===== src/design/drv_ctrl_defs.svh =====
// Purpose: offsets, field positions, reset values and timing counts
// Assumes: 100 MHz register clock
// Notes: definitions only
`ifndef DRV_CTRL_DEFS_SVH
`define DRV_CTRL_DEFS_SVH
// register offsets inside the driver page
`define SPK_REG_ADDR 8'h2b
`define HP_REG_ADDR 8'h2c
`define RSVD_REG_ADDR 8'h2d
// reset values and the fixed read value of the reserved location
`define SPK_REG_RST 8'h00
`define HP_REG_RST 8'h00
`define RSVD_READ_VAL 8'h00
// speaker register fields
`define SPK_GAIN_LSB 3
`define SPK_UNMUTE_BIT 2
`define SPK_RSVD1_BIT 1
`define SPK_DONE_BIT 0
// headphone control fields
`define HP_DEB_LSB 5
`define HP_PERF_LSB 3
`define HP_LMODE_BIT 2
`define HP_RMODE_BIT 1
// debounce: debounce clock periods per duration
`define DEB_PERIODS 8
// oscillator cycles per debounce clock period at code 001
`define DEB_OSC_BASE 11'h008
// gain step settling time and its cycle count
`define CLK_PERIOD_NS 10
`define GAIN_STEP_NS 1000
`define GAIN_STEP_CYC (`GAIN_STEP_NS / `CLK_PERIOD_NS)
`endif


===== src/design/drv_ctrl_pkg.sv =====
// Purpose: shared types of the output driver control registers
// Assumes: constants live in drv_ctrl_defs.svh
// Notes: one-hot state codes written out
package drv_ctrl_pkg;
  // short-circuit debounce states
  typedef enum logic [2:0] {
    DB_IDLE = 3'b001,
    DB_COUNT = 3'b010,
    DB_FLAG = 3'b100
  } deb_state_e;
  // converter current modes
  typedef enum logic [1:0] {
    PERF_DEFAULT = 2'b00,
    PERF_HIGH = 2'b01,
    PERF_RSVD = 2'b10,
    PERF_HIGHER = 2'b11
  } perf_mode_e;
  typedef logic [7:0] reg_byte_t;
endpackage : drv_ctrl_pkg


===== src/design/sc_debounce.sv =====
// Purpose: headset short-circuit debounce timer
// Assumes: osc_rise is a one-cycle pulse per oscillator cycle
// Notes: detect is already synchronised
`timescale 1ns/10ps
`include "drv_ctrl_defs.svh"
module sc_debounce
  import drv_ctrl_pkg::*;
(
  input wire logic clk_sys,
  input wire logic srst,
  input wire logic clk_en,
  input wire logic osc_rise,
  input wire logic [2:0] deb_code,
  input wire logic detect,
  output logic sc_flag
);
  deb_state_e state_q, state_d; // debounce state
  logic [10:0] pre_q, pre_d; // oscillator prescaler
  logic [3:0] per_q, per_d; // debounce clock periods seen
  logic tick; // one debounce clock period done

  // oscillator cycles per debounce clock period for a code
  function automatic logic [10:0] deb_limit(input logic [2:0] code);
    deb_limit = `DEB_OSC_BASE << (code - 3'h1);
  endfunction : deb_limit

  // debounce clock is the oscillator divided by the code's limit
  assign tick = osc_rise && (pre_q == deb_limit(deb_code) - 11'h001);

  // next state
  always_comb
  begin
    state_d = state_q;
    pre_d = pre_q;
    per_d = per_q;
    unique case (state_q)
      DB_IDLE:
      begin
        pre_d = 11'h000;
        per_d = 4'h0;
        if (detect)
          state_d = (deb_code == 3'h0) ? DB_FLAG : DB_COUNT;
      end
      DB_COUNT:
      begin
        // any drop of the condition restarts the whole wait
        if (!detect)
          state_d = DB_IDLE;
        // a switch to code zero mid-wait reports at once
        else if (deb_code == 3'h0)
          state_d = DB_FLAG;
        else if (tick)
        begin
          pre_d = 11'h000;
          per_d = per_q + 4'h1;
          if (per_q == 4'(`DEB_PERIODS - 1))
            state_d = DB_FLAG;
        end
        else if (osc_rise)
          pre_d = pre_q + 11'h001;
      end
      DB_FLAG:
      begin
        if (!detect)
          state_d = DB_IDLE;
      end
      default:
        state_d = DB_IDLE;
    endcase
  end

  // state registers, frozen by clock enable
  always_ff @(posedge clk_sys)
  begin
    if (srst)
    begin
      state_q <= DB_IDLE;
      pre_q <= 11'h000;
      per_q <= 4'h0;
    end
    else if (clk_en)
    begin
      state_q <= state_d;
      pre_q <= pre_d;
      per_q <= per_d;
    end
  end

  assign sc_flag = state_q[2];

  // helper: debounce ticks seen while the condition stayed true
  logic [3:0] held_q;
  always_ff @(posedge clk_sys)
  begin
    if (srst || !detect)
      held_q <= 4'h0;
    else if (clk_en && tick && held_q != 4'hf)
      held_q <= held_q + 4'h1;
  end
endmodule : sc_debounce


===== src/design/output_driver_control_regs.sv =====
// Purpose: right speaker and headphone driver control registers
// Assumes: register port decoded from the control interface, page 1
// Notes: oscillator and short-circuit detect arrive asynchronously
`timescale 1ns/10ps
`include "drv_ctrl_defs.svh"
// Summary of operation
// - two-bit speaker gain: 6/12/18/24 dB, reset 00
// - speaker mute bit: 0 muted, reset 0
// - done bit high once gains applied
// - debounce code: 0 us, 8 to 512 us
// - debounce clock period is duration over eight
// - debounce timing from internal oscillator
// - performance codes 00, 01, 11; 10 reserved
// - left headphone: 0 headphone, 1 line-out
// - right headphone: 0 headphone, 1 line-out
module output_driver_control_regs
  import drv_ctrl_pkg::*;
(
  input wire logic clk_sys,
  input wire logic srst,
  input wire logic clk_en,
  input wire logic [7:0] reg_addr,
  input wire logic [7:0] reg_wdata,
  input wire logic reg_wr,
  input wire logic reg_rd,
  output drv_ctrl_pkg::reg_byte_t reg_rdata,
  output logic reg_rvalid,
  input wire logic osc_clk_pin,
  input wire logic sc_detect_pin,
  output logic [1:0] spk_r_gain,
  output logic spk_r_unmute,
  output drv_ctrl_pkg::perf_mode_e dac_perf,
  output logic hp_l_lineout,
  output logic hp_r_lineout,
  output logic hp_short
);
  import drv_ctrl_pkg::*;

  localparam logic [7:0] STEP_LAST = 8'(`GAIN_STEP_CYC - 1);

  reg_byte_t spk_q, spk_d; // speaker register, bit 0 unused
  reg_byte_t hp_q, hp_d; // headphone control register
  reg_byte_t rdata_q, rdata_d; // read data
  logic rvalid_q, rvalid_d; // read answer strobe
  logic [1:0] gain_q, gain_d; // gain now applied to the stage
  logic [7:0] step_q, step_d; // settling counter per gain step
  perf_mode_e perf_q, perf_d; // mode driven to the converter
  logic [1:0] osc_s1_q; // oscillator synchroniser, stage 1
  logic [1:0] osc_s2_q; // stage 2 and edge history
  logic [1:0] sc_s_q; // detect synchroniser
  logic osc_rise; // one oscillator rising edge
  logic gain_done; // all programmed gain applied
  logic [1:0] gain_tgt; // programmed gain code

  // decode of one of our register offsets
  function automatic logic addr_hit(input logic [7:0] a, input logic [7:0] o);
    addr_hit = (a == o);
  endfunction : addr_hit

  // pin synchronisers: three flops for the oscillator and two for detect before any logic
  always_ff @(posedge clk_sys)
  begin
    if (srst)
    begin
      osc_s1_q <= 2'h0;
      osc_s2_q <= 2'h0;
      sc_s_q <= 2'h0;
    end
    else if (clk_en)
    begin
      osc_s1_q <= {osc_s1_q[0], osc_clk_pin};
      osc_s2_q <= {osc_s2_q[0], osc_s1_q[1]};
      sc_s_q <= {sc_s_q[0], sc_detect_pin};
    end
  end

  // oscillator runs far slower than clk_sys, so edges are not missed
  assign osc_rise = osc_s2_q[0] && !osc_s2_q[1];

  assign gain_tgt = spk_q[`SPK_GAIN_LSB +: 2];
  assign gain_done = (gain_q == gain_tgt);

  // register writes
  always_comb
  begin
    spk_d = spk_q;
    hp_d = hp_q;
    if (reg_wr)
    begin
      if (addr_hit(reg_addr, `SPK_REG_ADDR))
      begin
        // reserved bits stored as written; software keeps them zero
        spk_d = reg_wdata;
        spk_d[`SPK_DONE_BIT] = 1'b0;
      end
      else if (addr_hit(reg_addr, `HP_REG_ADDR))
        hp_d = reg_wdata;
      // reserved location and others: write dropped
    end
  end

  // register storage
  always_ff @(posedge clk_sys)
  begin
    if (srst)
    begin
      spk_q <= `SPK_REG_RST;
      hp_q <= `HP_REG_RST;
    end
    else if (clk_en)
    begin
      spk_q <= spk_d;
      hp_q <= hp_d;
    end
  end

  // read mux, one cycle after the strobe
  always_comb
  begin
    rdata_d = rdata_q;
    rvalid_d = reg_rd;
    if (reg_rd)
    begin
      if (addr_hit(reg_addr, `SPK_REG_ADDR))
      begin
        rdata_d = spk_q;
        rdata_d[`SPK_DONE_BIT] = gain_done;
      end
      else if (addr_hit(reg_addr, `HP_REG_ADDR))
        rdata_d = hp_q;
      else
        // reserved and unmapped locations read a fixed zero
        rdata_d = `RSVD_READ_VAL;
    end
  end

  // read answer registers
  always_ff @(posedge clk_sys)
  begin
    if (srst)
    begin
      rdata_q <= 8'h00;
      rvalid_q <= 1'b0;
    end
    else if (clk_en)
    begin
      rdata_q <= rdata_d;
      rvalid_q <= rvalid_d;
    end
  end

  // gain ramps one code per settling time toward the target
  always_comb
  begin
    gain_d = gain_q;
    step_d = 8'h00;
    if (!gain_done)
    begin
      step_d = step_q + 8'h01;
      if (step_q == STEP_LAST)
      begin
        step_d = 8'h00;
        // single steps keep the stage free of large pops
        gain_d = (gain_q < gain_tgt) ? gain_q + 2'h1 : gain_q - 2'h1;
      end
    end
  end

  // converter mode: the reserved code falls back to default
  always_comb
  begin
    perf_d = perf_mode_e'(hp_q[`HP_PERF_LSB +: 2]);
    if (perf_d == PERF_RSVD)
      perf_d = PERF_DEFAULT;
  end

  // applied gain and mode registers
  always_ff @(posedge clk_sys)
  begin
    if (srst)
    begin
      gain_q <= 2'h0;
      step_q <= 8'h00;
      perf_q <= PERF_DEFAULT;
    end
    else if (clk_en)
    begin
      gain_q <= gain_d;
      step_q <= step_d;
      perf_q <= perf_d;
    end
  end

  // short-circuit debounce
  sc_debounce u_deb (
    .clk_sys(clk_sys),
    .srst(srst),
    .clk_en(clk_en),
    .osc_rise(osc_rise),
    .deb_code(hp_q[`HP_DEB_LSB +: 3]),
    .detect(sc_s_q[1]),
    .sc_flag(hp_short)
  );

  // outputs
  assign reg_rdata = rdata_q;
  assign reg_rvalid = rvalid_q;
  assign spk_r_gain = gain_q;
  assign spk_r_unmute = spk_q[`SPK_UNMUTE_BIT];
  assign dac_perf = perf_q;
  assign hp_l_lineout = hp_q[`HP_LMODE_BIT];
  assign hp_r_lineout = hp_q[`HP_RMODE_BIT];
endmodule : output_driver_control_regs


===== config.mk =====
export PLATFORM = sky130hd
export DESIGN_NAME = output_driver_control_regs
export DESIGN_NICKNAME = d
export VERILOG_FILES = /design/src/design/drv_ctrl_pkg.sv /design/src/design/sc_debounce.sv /design/src/design/output_driver_control_regs.sv
export VERILOG_INCLUDE_DIRS = /design/src /design/src/design
export SDC_FILE = /design/constraint.sdc
export NUM_CORES = 1
export LEC_CHECK = 0
export BUFFER_PORTS_ARGS = -buffer_cell sky130_fd_sc_hd__buf_2
export CAP_MARGIN = 10
export CORE_ASPECT_RATIO = 0.9
export CORE_MARGIN = 8
export CORE_UTILIZATION = 30
export CTS_CLUSTER_SIZE = 25
export DETAILED_ROUTE_END_ITERATION = 7
export MAX_ROUTING_LAYER = met4
export PLACE_DENSITY_LB_ADDON = 0.3
export SYNTH_ARGS = -nofsm -noshare
export SYNTH_HDL_FRONTEND = slang
export SYNTH_SLANG_ARGS = --single-unit

===== constraint.sdc =====
create_clock -name clk_sys -period 7 [get_ports clk_sys]
set_input_delay 1.05 -clock clk_sys [delete_from_list [all_inputs] [get_ports clk_sys]]
set_output_delay 1.05 -clock clk_sys [all_outputs]
set_load 0.05 [all_outputs]

==> flow_summary.json <==
{
  "initial_core_util_pct": 30.6,
  "grt_max_degree": 50,
  "hold_start": "dac_perf[1]",
  "synth_top_family_by_area": "simple AND/OR/NAND/NOR gates",
  "yosys_warnings": 0,
  "cts_sinks": 60,
  "hold_ws_ns": 0.473,
  "synth_fa_ha_area_share_pct": 2.55,
  "holdCritPathClass": "register to register",
  "end_kind": "register",
  "synth.top_cells.by_area": "dfxtp_1 (41%), mux2i_1 (8.8%), nor2_1 (8.2%)",
  "r2r_start": "hp_q[7]",
  "post_cts_resized": 0,
  "grt_pass1_vias": 2412,
  "fin_nets": 407,
  "synth-xor-area-share_pct": 5.65,
  "start_kind": "register",
  "clk_pin_slew_worst_paths_ns": 0.07,
  "worstPathArrival_ns": 3.37,
  "synthSimpleGateAreaFrac_pct": 24.5,
  "dieArea_sq_um": 13300,
  "cts_buffers": 9,
  "finalSetupViolCount": 0,
  "num_io_pins": 40,
  "fin_skew_ns": 0.00784,
  "drcViolationCount": 0,
  "insertion_delay_ns": 0.33,
  "yosys.cell_count.top_type": "nor2_1",
  "synth-seq-cells": 60,
  "antenna_found_initial": 0,
  "clock-root-buffer": "clkbuf_8",
  "synth_mux_area_share_pct": 9.21,
  "fmaxAchievable_mhz": 314,
  "viasPerCell": 4.86,
  "vias": 2476,
  "ctsLongestPathBuffers": 2,
  "path_class": "register to register",
  "cp.required_ns": 7.19,
  "htreeDepth": 3,
  "p_leak_nw": 1.44,
  "route.detailed.wl_per_inst_um": 13.0,
  "drt_iter0_markers": 135,
  "synth_top_area_share_pct": 40.8,
  "layout-drive-gt1-share_pct": 15.4,
  "die-height_um": 110,
  "fp-row-count": 34,
  "maxCapViolCount": 0,
  "syn_nets": 374,
  "core_sq_um": 9610,
  "synth_area_sq_um": 2950,
  "fin_util_pct": 35.9,
  "synthArstFlopShare_pct": 0,
  "fin_crit_sh_pct": 45.5,
  "p_per_area_nw_per_um2": 219,
  "rsz0062_at_grt": "no",
  "antennaDiodeCount": 0,
  "grt_pass1_wl_mm": 11.4,
  "dp_hpwl_mm": 4.75,
  "synth_cell_types": 46,
  "period_needed_ns": 3.18,
  "ctsHoldBuffers": 0,
  "cp_max_fo": 16,
  "synth_seq_area_share_pct": 40.8,
  "synthTopCellsByCount": "nor2_1 (64), dfxtp_1 (60), mux2i_1 (26)",
  "synth_compound_area_share_pct": 13.8,
  "tns_ns": 0,
  "syn2layout_area_growth_pct": 17.3,
  "ir_drop_mv": 0.115,
  "nFillCells": 1036,
  "cts_tree": "done",
  "ant_nets": 0,
  "grt_overflow_total": 0,
  "crit_start": "hp_q[7]",
  "hold_viol_final": 0,
  "track_usage_pct": 10.9,
  "routed_wl_mm": 6.62,
  "synth_ff_type": "dfxtp_1",
  "post-cts-setup-buffers": 0,
  "status": "completed",
  "synth_top_area_cell": "dfxtp_1",
  "gp_congestion": 0.770,
  "max-slew-margin-rel_pct": 40.5,
  "chipWidth_um": 120,
  "drt-pass1-iter-count": 4,
  "postSynthCellCount": 345,
  "final_max_slew_viol_count": 0,
  "tightest_slew_ns": 0.893,
  "syn_area_per_cell_sq_um": 8.54,
  "synth_edf_count": 0,
  "io_buffers": 39
}
-- cell families (layout without fill, tap and decap cells) --
family                   count (synthesis)  count (layout)
XOR/XNOR                                19              19
multiplexers                            27              27
AO/OA/AOI/OAI                           63              63
AND/OR/NAND/NOR                        145             145
adder cells (fa/ha/maj)                  6               6
flip-flops                              60              60
buffers and inverters                   25              63
-- path summary, 6_finish.rpt --
check                    to  slack, ns  depth (start not counted)
max reg2reg  u_deb.pre_q[8]       3.82                          9
min reg2reg     dac_perf[1]       0.47                          2
min             dac_perf[1]       0.47                          2
max          u_deb.pre_q[8]       3.82                          9
-- sequential cells by signal, summed over array words and instances (netlist names) --
| signal | cells |
|---|---|
| osc_s1_q | 2 |
| hp_q | 8 |
| u_deb.per_q | 4 |
| sc_s_q | 2 |
| u_deb.pre_q | 11 |
| spk_r_gain | 2 |
| reg_rdata | 8 |
| reg_rvalid | 1 |
| u_deb.state_q | 3 |
| step_q | 8 |
| osc_s2_q | 2 |
| spk_q | 7 |
| dac_perf | 2 |
-- layout by cell type, fill, tap and decap left out, types with 10 or more instances in the layout --
cell type	count
a21oi_1	15
buf_2	39
clkbuf_8	10
dfxtp_1	60
mux2i_1	26
nand2_1	19
nand3_1	10
nor2_1	64
o21ai_0	15
xnor2_1	12
-- worst max-delay path: stages (launching register included) --
cell      delay (ns)
dfxtp_1         0.62
nand2b_1        0.19
or2_4           0.13
ha_1            0.24
mux2i_1         0.24
xnor2_1         0.09
or4b_1          0.48
o311a_1         0.36
nor2_1          0.55
nor2_1          0.12
-- routing by layer --
metal,GRT usage [%],vias to the layer above,part of all wire (%)
met1,13.3,1158,51
met2,17.1,34,45
met3,2.44,9,2.7
met4,4.27,0,1.6
met5,-,-,0
li1,-,1275,-
-- where the power goes --
part / internal (W) / switching, W / leakage, nW
Sequential: 0.000346 / 0.00000621 / 0.484
Combinational: 0.0000205 / 0.0000340 / 0.846
Clock: 0.000211 / 0.000140 / 0.110
Total: 0.000578 / 0.000180 / 1.44
-- area by class of cell --
type | count | area (sq um) | area share (%)
Multi-Input combinational cell | 260 | 1640 | 47.5
Sequential cell | 60 | 1200 | 34.8
Timing Repair Buffer | 40 | 203 | 5.87
Tap cell | 126 | 158 | 4.56
Clock buffer | 11 | 141 | 4.09
Clock inverter | 5 | 85.1 | 2.46
Inverter | 7 | 26.3 | 0.760
-- per-stage QoR --
step                      area (sq um)  setup slack, ns  total power [W]  instances
after floorplan                   2950             4.29         0.000399        345
after global placement            3230             3.86         0.000414        493
after detailed placement          3230             3.79         0.000415        493
after CTS                         3460             3.80         0.000770        509
after global routing              3460             3.57         0.000791        509
final                             3460             3.82         0.000758        509
Power figures use the tool's default switching activity.
